$ cat src/core/lcdtoc_pkg.sv
/*
 * lcdtoc_pkg: register map, field positions, reset values and shared types
 * for the display timing and output control block.
 * assumes a 32-bit classic wishbone slave with word-aligned registers.
 */
package lcdtoc_pkg;
    localparam int          ADDR_W          = 8;
    localparam logic [7:0]  OFF_MODE        = 8'h00;
    localparam logic [7:0]  OFF_CLKCON      = 8'h04;
    localparam logic [7:0]  OFF_BGCOLOR     = 8'h08;
    localparam logic [7:0]  OFF_RES         = 8'h0C;
    localparam logic [7:0]  OFF_FPORCH      = 8'h10;
    localparam logic [7:0]  OFF_SYNCW       = 8'h14;
    localparam logic [7:0]  OFF_BPORCH      = 8'h18;
    localparam logic [7:0]  OFF_POINTER     = 8'h1C;
    localparam logic [7:0]  OFF_STATUS      = 8'h20;

    localparam logic [31:0] MASK_MODE       = 32'hDDD8_03E0;
    localparam logic [31:0] MASK_CLKCON     = 32'h0000_3F3F;
    localparam logic [31:0] MASK_PAIR       = 32'h07FF_07FF;
    localparam logic [31:0] RESET_VAL       = 32'h0000_0000;

    localparam int B_MODULE_ON   = 31;
    localparam int B_POINTER_ON  = 30;
    localparam int B_VS_POL      = 28;
    localparam int B_HS_POL      = 27;
    localparam int B_DV_POL      = 26;
    localparam int B_DITHER      = 24;
    localparam int B_VS_SINGLE   = 23;
    localparam int B_PCLK_POL    = 22;
    localparam int B_GAMMA_ON    = 20;
    localparam int B_BLANK_FORCE = 19;
    localparam int B_YUV_SEL     = 9;
    localparam int B_FMT_UNDIV   = 8;
    localparam int B_SEQ_LO      = 5;
    localparam int B_FETCH_LO    = 8;
    localparam int B_DIV_LO      = 0;
    localparam int B_X_LO        = 16;
    localparam int B_Y_LO        = 0;

    localparam logic [2:0] SEQ_BT656 = 3'h7;
    localparam logic [2:0] SEQ_YUYV  = 3'h6;
    localparam logic [2:0] SEQ_RGB   = 3'h0;
    localparam logic [5:0] DIV_MAX   = 6'h1F;
    localparam logic [5:0] FETCH_MAX = 6'h20;

    typedef enum logic [1:0] {
        PH_ACTIVE = 2'b00,
        PH_FRONT  = 2'b01,
        PH_SYNC   = 2'b10,
        PH_BACK   = 2'b11
    } lcdtoc_phase_e;

    typedef struct packed {
        logic        hsync;
        logic        vsync;
        logic        de;
        logic        pclk;
        logic [23:0] rgb;
    } lcdtoc_pins_s;

    typedef struct packed {
        logic [31:0] mode;
        logic [31:0] clkcon;
        logic [31:0] bg;
        logic [31:0] res;
        logic [31:0] fp;
        logic [31:0] sw;
        logic [31:0] bp;
        logic [31:0] ptr;
    } lcdtoc_regs_s;

    typedef struct packed {
        lcdtoc_regs_s  r;
        logic          ack;
        logic [31:0]   dat;
        logic [5:0]    div_cnt;
        logic          pix_en;
        logic          pclk;
        lcdtoc_phase_e hph;
        lcdtoc_phase_e vph;
        logic [10:0]   hcnt;
        logic [10:0]   vcnt;
        logic          line_start;
        logic          dither_ph;
        lcdtoc_pins_s  pins;
    } lcdtoc_state_s;
endpackage

$ cat src/core/lcdtoc_top.sv
/*
 * lcdtoc_top: mode and timing registers, pixel clock divider and raster
 * timing generator driving a parallel display panel.
 * assumes one 100 MHz clock as the reference, classic wishbone master,
 * pixel data from layers arrives elsewhere; here the background fills.
 */
// The register offsets and the Wishbone interface to the registers were chosen for this implementation.
// Functional notes
// - module enable bit 31 gates operation
// - bit 30 enables pointer overlay
// - bits 28,27,26 invert vsync, hsync, de
// - bit 24 enables output dithering
// - bit 23: vsync one cycle per line
// - bit 22 inverts outgoing pixel clock
// - bit 20 enables gamma ramp
// - bit 19 forces blank pixel output
// - bit 9 selects yuv versus rgb
// - bit 8 leaves format clock undivided
// - bits 7-5 select output sequence format
// - bits 13-8 line prefetch, max 32
// - bits 5-0 divide reference clock 1..31
// - even divisor 50%, odd from 3 up: ceil(3/5 of divisor) high
// - background colour rgba in four bytes
// - background bytes 31-8 drive the rgb pixels
// - resolution: width 26-16, height 10-0
// - front porch fields after active region
// - horizontal sync width field 26-16
// - vertical sync lines field 10-0
// - back porch fields after sync pulse
// - unimplemented bits read zero, reset zero
// - pointer position column and row fields
`timescale 1ns/1ps
`default_nettype none
module lcdtoc_top (
    input  wire logic                         I_MCLK,
    input  wire logic                         I_RESETN,
    input  wire logic                         I_WB_CYC,
    input  wire logic                         I_WB_STB,
    input  wire logic                         I_WB_WE,
    input  wire logic [lcdtoc_pkg::ADDR_W-1:0] I_WB_ADR,
    input  wire logic [3:0]                   I_WB_SEL,
    input  wire logic [31:0]                  I_WB_DAT,
    output logic      [31:0]                  O_WB_DAT,
    output logic                              O_WB_ACK,
    output logic                              O_HSYNC,
    output logic                              O_VSYNC,
    output logic                              O_DE,
    output logic                              O_PCLK,
    output logic      [23:0]                  O_RGB,
    output logic                              O_POINTER_ON,
    output logic                              O_GAMMA_ON,
    output logic                              O_YUV_SEL,
    output logic                              O_FMT_UNDIV,
    output logic      [2:0]                   O_SEQ_SEL,
    output logic      [5:0]                   O_FETCH_LINES,
    output logic                              O_FRAME_START
);
    import lcdtoc_pkg::*;

    lcdtoc_state_s s_q;
    lcdtoc_state_s s_d;

    logic        en;
    logic [5:0]  div;
    logic [5:0]  hi_cnt;
    logic [10:0] hlen;
    logic [10:0] vlen;
    logic        line_end;
    logic [23:0] pix;
    logic [31:0] wmask;
    logic [31:0] rdat;
    logic [31:0] status;

    always_comb begin
        en  = s_q.r.mode[B_MODULE_ON];
        div = s_q.r.clkcon[B_DIV_LO +: 6];
        // even: half high; odd: ceil(3/5) of the period high, close to 60/40
        if (div[0]) begin
            hi_cnt = 6'((7'(div) * 7'd3 + 7'd4) / 7'd5);
        end else begin
            hi_cnt = div >> 1;
        end
        case (s_q.hph)
            PH_ACTIVE: hlen = s_q.r.res[B_X_LO +: 11];
            PH_FRONT:  hlen = s_q.r.fp[B_X_LO +: 11];
            PH_SYNC:   hlen = s_q.r.sw[B_X_LO +: 11];
            default:   hlen = s_q.r.bp[B_X_LO +: 11];
        endcase
        case (s_q.vph)
            PH_ACTIVE: vlen = s_q.r.res[B_Y_LO +: 11];
            PH_FRONT:  vlen = s_q.r.fp[B_Y_LO +: 11];
            PH_SYNC:   vlen = s_q.r.sw[B_Y_LO +: 11];
            default:   vlen = s_q.r.bp[B_Y_LO +: 11];
        endcase
        line_end = 1'b0;
        if (s_q.hph == PH_BACK) begin
            line_end = (s_q.hcnt + 11'd1 >= s_q.r.bp[B_X_LO +: 11]);
        end
        // background fills where no layer covers; bytes 31-8 of the colour word give the rgb
        pix = s_q.r.bg[31:8];
        if (s_q.r.mode[B_DITHER] && s_q.dither_ph && pix[0] == 1'b0) begin
            pix = pix | 24'h01_0101;
        end
        wmask = {{8{I_WB_SEL[3]}}, {8{I_WB_SEL[2]}}, {8{I_WB_SEL[1]}}, {8{I_WB_SEL[0]}}};
        status = {28'h000_0000, s_q.vph == PH_ACTIVE, s_q.hph == PH_ACTIVE,
                  s_q.pins.vsync, s_q.pins.hsync};
        case (I_WB_ADR)
            OFF_MODE:    rdat = s_q.r.mode;
            OFF_CLKCON:  rdat = s_q.r.clkcon;
            OFF_BGCOLOR: rdat = s_q.r.bg;
            OFF_RES:     rdat = s_q.r.res;
            OFF_FPORCH:  rdat = s_q.r.fp;
            OFF_SYNCW:   rdat = s_q.r.sw;
            OFF_BPORCH:  rdat = s_q.r.bp;
            OFF_POINTER: rdat = s_q.r.ptr;
            OFF_STATUS:  rdat = status;
            default:     rdat = 32'h0000_0000;
        endcase
    end

    function automatic logic [31:0] wr(input logic [31:0] old, input logic [31:0] nw,
                                       input logic [31:0] bm, input logic [31:0] keep);
        wr = ((old & ~bm) | (nw & bm)) & keep;
    endfunction

    always_comb begin
        s_d = s_q;
        // bus: ack one cycle after a request, dropped the cycle after
        s_d.ack = 1'b0;
        if (I_WB_CYC && I_WB_STB && !s_q.ack) begin
            s_d.ack = 1'b1;
            s_d.dat = rdat;
            if (I_WB_WE) begin
                case (I_WB_ADR)
                    OFF_MODE:    s_d.r.mode   = wr(s_q.r.mode, I_WB_DAT, wmask, MASK_MODE);
                    OFF_CLKCON: begin
                        s_d.r.clkcon = wr(s_q.r.clkcon, I_WB_DAT, wmask, MASK_CLKCON);
                        // reserved divisors and over-long prefetch are clamped
                        if (s_d.r.clkcon[B_DIV_LO +: 6] > DIV_MAX) begin
                            s_d.r.clkcon[B_DIV_LO +: 6] = DIV_MAX;
                        end
                        if (s_d.r.clkcon[B_FETCH_LO +: 6] > FETCH_MAX) begin
                            s_d.r.clkcon[B_FETCH_LO +: 6] = FETCH_MAX;
                        end
                    end
                    OFF_BGCOLOR: s_d.r.bg     = wr(s_q.r.bg, I_WB_DAT, wmask, 32'hFFFF_FFFF);
                    OFF_RES:     s_d.r.res    = wr(s_q.r.res, I_WB_DAT, wmask, MASK_PAIR);
                    OFF_FPORCH:  s_d.r.fp     = wr(s_q.r.fp, I_WB_DAT, wmask, MASK_PAIR);
                    OFF_SYNCW:   s_d.r.sw     = wr(s_q.r.sw, I_WB_DAT, wmask, MASK_PAIR);
                    OFF_BPORCH:  s_d.r.bp     = wr(s_q.r.bp, I_WB_DAT, wmask, MASK_PAIR);
                    OFF_POINTER: s_d.r.ptr    = wr(s_q.r.ptr, I_WB_DAT, wmask, MASK_PAIR);
                    default: ;
                endcase
            end
        end

        // pixel clock divider; divisor 0 or 1 gives one pixel per clock
        s_d.pix_en = 1'b0;
        if (!en) begin
            s_d.div_cnt = 6'h00;
            s_d.pclk    = 1'b0;
        end else if (div <= 6'h01) begin
            s_d.pix_en = 1'b1;
            s_d.pclk   = ~s_q.pclk;
        end else begin
            if (s_q.div_cnt + 6'h01 >= div) begin
                s_d.div_cnt = 6'h00;
                s_d.pix_en  = 1'b1;
            end else begin
                s_d.div_cnt = s_q.div_cnt + 6'h01;
            end
            s_d.pclk = (s_d.div_cnt < hi_cnt);
        end

        // raster walk, a phase of zero length still lasts one pixel (one line for vertical phases), as length 1 does
        s_d.line_start = 1'b0;
        if (!en) begin
            s_d.hph  = PH_ACTIVE;
            s_d.vph  = PH_ACTIVE;
            s_d.hcnt = 11'h000;
            s_d.vcnt = 11'h000;
        end else if (s_q.pix_en) begin
            s_d.dither_ph = ~s_q.dither_ph;
            if (s_q.hcnt + 11'd1 >= hlen || hlen == 11'h000) begin
                s_d.hcnt = 11'h000;
                s_d.hph  = lcdtoc_phase_e'(s_q.hph + 2'b01);
                if (line_end) begin
                    s_d.line_start = 1'b1;
                    s_d.dither_ph  = ~s_q.vcnt[0];
                    if (s_q.vcnt + 11'd1 >= vlen || vlen == 11'h000) begin
                        s_d.vcnt = 11'h000;
                        s_d.vph  = lcdtoc_phase_e'(s_q.vph + 2'b01);
                    end else begin
                        s_d.vcnt = s_q.vcnt + 11'd1;
                    end
                end
            end else begin
                s_d.hcnt = s_q.hcnt + 11'd1;
            end
        end

        // pins: active-level computed, then polarity applied
        s_d.pins.de    = (s_q.hph == PH_ACTIVE) && (s_q.vph == PH_ACTIVE) && en;
        s_d.pins.hsync = (s_q.hph == PH_SYNC) && en;
        if (s_q.r.mode[B_VS_SINGLE]) begin
            s_d.pins.vsync = (s_q.vph == PH_SYNC) && s_q.line_start && en;
        end else begin
            s_d.pins.vsync = (s_q.vph == PH_SYNC) && en;
        end
        s_d.pins.de    = s_d.pins.de    ^ s_q.r.mode[B_DV_POL];
        s_d.pins.hsync = s_d.pins.hsync ^ s_q.r.mode[B_HS_POL];
        s_d.pins.vsync = s_d.pins.vsync ^ s_q.r.mode[B_VS_POL];
        s_d.pins.pclk  = s_q.pclk ^ s_q.r.mode[B_PCLK_POL];
        if (!en || s_q.r.mode[B_BLANK_FORCE] || s_q.hph != PH_ACTIVE ||
            s_q.vph != PH_ACTIVE) begin
            s_d.pins.rgb = 24'h00_0000;
        end else begin
            s_d.pins.rgb = pix;
        end
    end

    always_ff @(posedge I_MCLK or negedge I_RESETN) begin
        if (!I_RESETN) begin
            s_q <= '0;
        end else begin
            s_q <= s_d;
        end
    end

    // plain level controls for the formatter and fetch engine downstream, and the one-cycle frame start pulse
    logic       ptr_q;
    logic       gam_q;
    logic       yuv_q;
    logic       fmt_q;
    logic [2:0] seq_q;
    logic [5:0] fetch_q;
    logic       fs_q;

    always_ff @(posedge I_MCLK or negedge I_RESETN) begin
        if (!I_RESETN) begin
            ptr_q   <= 1'b0;
            gam_q   <= 1'b0;
            yuv_q   <= 1'b0;
            fmt_q   <= 1'b0;
            seq_q   <= 3'h0;
            fetch_q <= 6'h00;
            fs_q    <= 1'b0;
        end else begin
            ptr_q   <= en && s_q.r.mode[B_POINTER_ON];
            gam_q   <= en && s_q.r.mode[B_GAMMA_ON];
            yuv_q   <= s_q.r.mode[B_YUV_SEL];
            fmt_q   <= s_q.r.mode[B_FMT_UNDIV];
            // reserved sequence codes fall back to parallel rgb
            if (s_q.r.mode[B_SEQ_LO +: 3] == SEQ_BT656 ||
                s_q.r.mode[B_SEQ_LO +: 3] == SEQ_YUYV) begin
                seq_q <= s_q.r.mode[B_SEQ_LO +: 3];
            end else begin
                seq_q <= SEQ_RGB;
            end
            fetch_q <= s_q.r.clkcon[B_FETCH_LO +: 6];
            // the wrap from vertical back porch is only visible in the next state
            fs_q    <= s_d.line_start && s_q.vph == PH_BACK && s_d.vph == PH_ACTIVE;
        end
    end

    assign O_WB_DAT      = s_q.dat;
    assign O_WB_ACK      = s_q.ack;
    assign O_HSYNC       = s_q.pins.hsync;
    assign O_VSYNC       = s_q.pins.vsync;
    assign O_DE          = s_q.pins.de;
    assign O_PCLK        = s_q.pins.pclk;
    assign O_RGB         = s_q.pins.rgb;
    assign O_POINTER_ON  = ptr_q;
    assign O_GAMMA_ON    = gam_q;
    assign O_YUV_SEL     = yuv_q;
    assign O_FMT_UNDIV   = fmt_q;
    assign O_SEQ_SEL     = seq_q;
    assign O_FETCH_LINES = fetch_q;
    assign O_FRAME_START = fs_q;
endmodule // lcdtoc_top
`default_nettype wire

$ cat config.mk
export PLATFORM = sky130hd
export DESIGN_NAME = lcdtoc_top
export DESIGN_NICKNAME = d
export VERILOG_FILES = /design/src/core/lcdtoc_pkg.sv /design/src/core/lcdtoc_top.sv
export SDC_FILE = /design/constraint.sdc
export NUM_CORES = 1
export LEC_CHECK = 0
export BUFFER_PORTS_ARGS = -buffer_cell sky130_fd_sc_hd__buf_2
export CAP_MARGIN = 40
export CORE_UTILIZATION = 65
export CTS_BUF_LIST = sky130_fd_sc_hd__clkbuf_2
export CTS_CLUSTER_SIZE = 28
export DETAILED_ROUTE_END_ITERATION = 6
export GPL_TIMING_DRIVEN = 0
export PLACE_DENSITY = 0.93
export SLEW_MARGIN = 0
export SYNTH_ARGS = -nofsm -noshare
export SYNTH_HDL_FRONTEND = slang
export SYNTH_SLANG_ARGS = --single-unit
export TNS_END_PERCENT = 20
$ cat constraint.sdc
create_clock -name I_MCLK -period 9.8 [get_ports I_MCLK]
set_input_delay 0 -clock I_MCLK [delete_from_list [all_inputs] [get_ports I_MCLK]]
set_output_delay 0 -clock I_MCLK [all_outputs]
set_load 0.005 [all_outputs]
==> impl_metrics.yaml, run 1 <==
place:
  place.port_buffers: 123
  finalWeightedCongestion: 0.972
  dp_hpwl_um: 29400
global_route:
  gr-total-overflow: 16
  grt_usage_pct: 76.9
  grt_max_degree: 133
synthesis:
  netlist_instances: 1267
  async_reset_ff_share_pct: 100
  synth-seq-cells: 279
  yosys_warnings: 0
  synth_area_mm2: 0.0145
  synth_area_per_cell_um2: 11.5
  synth_edf_count: 0
  synthFlopType: "dfrtp_1"
  yosysTopAreaCellShare_pct: 48.1
  yosysSeqAreaShare_pct: 48.1
  yosysTopAreaCell: "dfrtp_1"
  netlist_top_cells_area: "dfrtp_1 48%, mux2_2 13%, ha_1 6.1%"
  syn-num-nets: 1388
  synth_cell_types: 73
status:
  outcome: "aborted with a tool error"
  lastStage: "5_1_grt"
  error_line: "[ERROR GRT-0232] Routing congestion too high. Check the congestion heatmap in the GUI."
clock_tree:
  numCtsBuffers: 68
  cts.path.max_buffers: 3
  cts_hold_buf: 73
  cts-root-buf: "clkbuf_2"
  ctsResizeCount: 0
  cts.sinks: 279
  post_cts_buffers: 0
  htreeDepth: 3
floorplanning:
  io_pins: 124
  start_util_pct: 66.3
  die_w_um: 151
  fp-row-count: 54
  die_y_um: 151
-- synth_stat cells, drive strengths merged, types with 8 or more instances --
cell    number
a21oi       24
and3        16
buf         73
o21a         8
mux2       167
xnor2       19
o21ai       41
mux2i       11
nand3       37
o211ai      11
nand4       10
clkbuf      35
ha          71
dfrtp      279
nor3         9
nand2       95
xor2        10
nor2b       15
a22oi       65
and2        26
a21o        12
nor2        35
a22o        35
inv         39
a222oi      28
-- cells by family after synthesis --
logic type	Yosys count	synth area share, %
AOI/OAI and AO/OA	277	14.4
xor gates and xnor gates	29	1.75
adders and majority gates	72	6.26
buffers and inverters	147	5.49
DFF	279	48.1
muxes	179	13.9
and+or+nand+nor	284	10.1
-- layer usage --
metal	global-route usage [%]	overflow
met1	73.8	1
met2	87.4	4
met3	73.9	3
met4	69.7	8
met5	64.8	0
-- through the flow --
stage | setup slack, ns | instance area (um2) | util, % | cells | hold slack, ns
4_1_cts | 5.14 | 16800 | 76.8 | 1845 | 0.00114
3_5_place_dp | 5.13 | 15500 | 71.0 | 1672 | -0.121
3_3_place_gp | 3.91 | 15500 | 70.7 | 1670 | 0.247
2_1_floorplan | 5.63 | 14500 | - | 1267 | -0.296
==> run 2: changes to the inputs <==
--- a/config.mk
+++ b/config.mk
@@ -7,12 +7,10 @@
 export LEC_CHECK = 0
 export BUFFER_PORTS_ARGS = -buffer_cell sky130_fd_sc_hd__buf_2
 export CAP_MARGIN = 40
-export CORE_UTILIZATION = 65
-export CTS_BUF_LIST = sky130_fd_sc_hd__clkbuf_2
-export CTS_CLUSTER_SIZE = 28
+export CORE_UTILIZATION = 40
 export DETAILED_ROUTE_END_ITERATION = 6
 export GPL_TIMING_DRIVEN = 0
-export PLACE_DENSITY = 0.93
+export PLACE_DENSITY_LB_ADDON = 0.15
 export SLEW_MARGIN = 0
 export SYNTH_ARGS = -nofsm -noshare
 export SYNTH_HDL_FRONTEND = slang
==> run 2 against run 1 <==
Effect of this change: the flow now finishes, with violations (design-rule violations, negative hold slack); synthesized area unchanged; synthesized cell count unchanged.
==> impl_metrics.yaml, run 2 <==
drt:
  drcViolationCount: 73
  ant_nets: 0
  drt_iter0_drc: 1095
  firstDrtPassIters: 7
  vias_per_cell: 5.65
  wl_per_cell_um: 21.6
  routed_wl_um: 42100
  dr_total_vias: 11000
power:
  total_power_mw: 2.39
  p_comb_share_pct: 4.6
  intPower_mw: 1.84
  p_leak_nw: 8.58
  p_seq_share_pct: 48.8
  clkPwrFrac_pct: 46.7
  p_switching_mw: 0.544
  ir_worst_vdd_mv: 0.100
  powerDensity_mw_per_mm2: 139
  switching_share_pct: 22.8
global_route:
  grt_max_degree: 119
  antenna_found_initial: 2
  grt_pass1_wl_um: 64700
  grt_usage_pct: 23.0
  grt_pass1_vias: 10800
  gr-total-overflow: 0
sta:
  period_share_pct: 48.4
  fin_ws_ns: 5.06
  rsz0062_at_grt: "no"
  setup_viol: 0
  skew_ns: 0.0110
  hold_viol: 7
  tightest_slew_ns: 0.890
  slew_viol_final: 0
  whs_ns: -0.00969
  max_clock_freq_ghz: 0.211
  fin_crit_ns: 4.74
  slew_headroom_pct: 40.7
  fin_tns_setup_ns: 0
setup_path:
  path_class: "reg -> reg"
  r2r-start: "div[1]"
  r2r_slack_ns: 5.06
  worstPathRequired_ns: 10.28
  end_kind: "flip-flop"
  worstSetupStartpointType: "flip-flop"
  critPathMaxFanout: 6
  critPathArrivalTime_ns: 5.22
  startpoint: "div[1]"
synthesis:
  synth-seq-cells: 279
  yosysTopAreaCell: "dfrtp_1"
  synth_area_per_cell_um2: 11.5
  yosysSeqAreaShare_pct: 48.1
  netlist_top_cells_count: "279 x dfrtp_1, 167 x mux2_2, 95 x nand2_1, 71 x ha_1, 65 x a22oi_1"
  netlist_instances: 1267
  yosysTopAreaCellShare_pct: 48.1
  yosys_warnings: 0
  synth_edf_count: 0
  async_reset_ff_share_pct: 100
  yosysMostFrequentCell: "dfrtp_1"
  synth_area_mm2: 0.0145
  syn-num-nets: 1388
  synth_cell_types: 73
  synthFlopType: "dfrtp_1"
  netlist_top_cells_area: "dfrtp_1 48%, mux2_2 13%, ha_1 6.1%"
floorplanning:
  dieArea_mm2: 0.0370
  fp-row-count: 69
  die_w_um: 192
  io_pins: 124
  start_util_pct: 40.7
  core-area_mm2: 0.0357
  die_y_um: 192
layout:
  fin_util_pct: 48.1
  layout.nets: 1589
  areaGrowthSynthToFinish_pct: 18.2
  layout_commonest_cell: "dfrtp_1"
  layout-drive-gt1-share_pct: 28.5
  final_cells: 1950
  layout.cells.most_common_list: "279 x dfrtp_1, 167 x mux2_2, 135 x buf_2"
clock_tree:
  cts_hold_buf: 42
  clock_latency_ns: 0.56
  cts_tree: "yes"
  path_clk_slew_ns: 0.06
  ctsResizeCount: 0
  post_cts_buffers: 0
  numCtsBuffers: 30
  htreeDepth: 1
  cts.sinks: 279
  cts.path.max_buffers: 3
  cts-root-buf: "clkbuf_16"
worst_hold_path:
  hp-class: "in -> async"
place:
  dp_hpwl_um: 30600
  dp_cells: 1855
  finalWeightedCongestion: 0.816
  preCtsSetupSlack_ns: 5.12
  place.port_buffers: 123
status:
  failed_checks: "design-rule violations, negative hold slack"
  outcome: "complete, but fails checks"
flow_run:
  cap_violations: 0
[run 2: cell counts after synthesis]
Identical to the previous run, type by type.
[run 2: area by class of cell]
type | instances | area, um2
diodes | 1 | 2.50
plain buffers | 108 | 651
clock buffers | 43 | 840
clock inverters | 9 | 110
fillers | 3284 | 18500
inverters | 39 | 146
multi-input cells | 841 | 6730
flip-flops and latches | 279 | 6980
well taps | 461 | 577
repair buffers | 169 | 1120
[run 2: power groups by stage]
stage | clock (mW) | sequential, mW | combinational (mW)
3_3_place_gp | 0 | 1.18 | 0.0945
4_1_cts | 1.14 | 1.16 | 0.110
3_5_place_dp | 0 | 1.18 | 0.0983
5_1_grt | 1.18 | 1.16 | 0.121
2_1_floorplan | 0 | 1.18 | 0.0368
6_report | 1.11 | 1.16 | 0.109
[run 2: worst max-delay path: stages, from the launching register on]
cell	delay, ns
dfrtp_1	0.51
inv_1	0.20
ha_1	0.32
inv_1	0.04
ha_1	0.20
fa_1	0.46
o21ai_0	0.20
a22o_1	0.26
or2_1	0.13
buf_2	0.15
nor2_1	0.05
o311ai_0	0.29
o2111a_1	0.26
a21oi_1	0.06
ha_1	0.19
a21o_1	0.17
a211oi_1	0.28
a21oi_1	0.06
or4b_2	0.67
a31oi_1	0.18
[run 2: cells by family (layout without fill, tap and decap cells)]
group                    Yosys count  count (layout)  synth area share, %
flip-flops                       279             279                 48.1
multiplexers                     179             179                 13.9
AO/OA/AOI/OAI                    277             277                 14.4
other                              0               1                    0
XOR/XNOR                          29              29                 1.75
buffers and inverters            147             368                 5.49
AND/OR/NAND/NOR                  284             284                 10.1
adder cells (fa/ha/maj)           72              72                 6.26
[run 2: worst paths after layout]
check / to / cells after the start
worst max register to register: s_q[56] / 19
worst max-delay path: s_q[56] / 19
min in group I_MCLK: O_WB_DAT[12] / 5
max in group asynchronous: s_q[43] / 4
worst min-delay path: O_FETCH_LINES[2] / 2
worst min register to register: O_YUV_SEL / 0
[run 2: stage by stage]
| stage | hold WS (ns) | cell area (um2) |
|---|---|---|
| after floorplan | -0.296 | 14500 |
| after global placement | 0.248 | 15700 |
| after detailed placement | -0.00426 | 15800 |
| after CTS | 0.0109 | 17200 |
| after global routing | 0.0317 | 17200 |
| final | -0.00969 | 17200 |
[run 2: routing by layer]
layer | wire, um | up-vias | share of wire [%] | global-route usage [%]
li1 | - | 5063 | - | -
met1 | 19200 | 5526 | 46 | 32.3
met2 | 19200 | 369 | 46 | 36.7
met3 | 2730 | 50 | 6.5 | 3.76
met4 | 916 | 2 | 2.2 | 5.78
met5 | 10 | - | 0.024 | 0
Power figures use the tool's default switching activity.
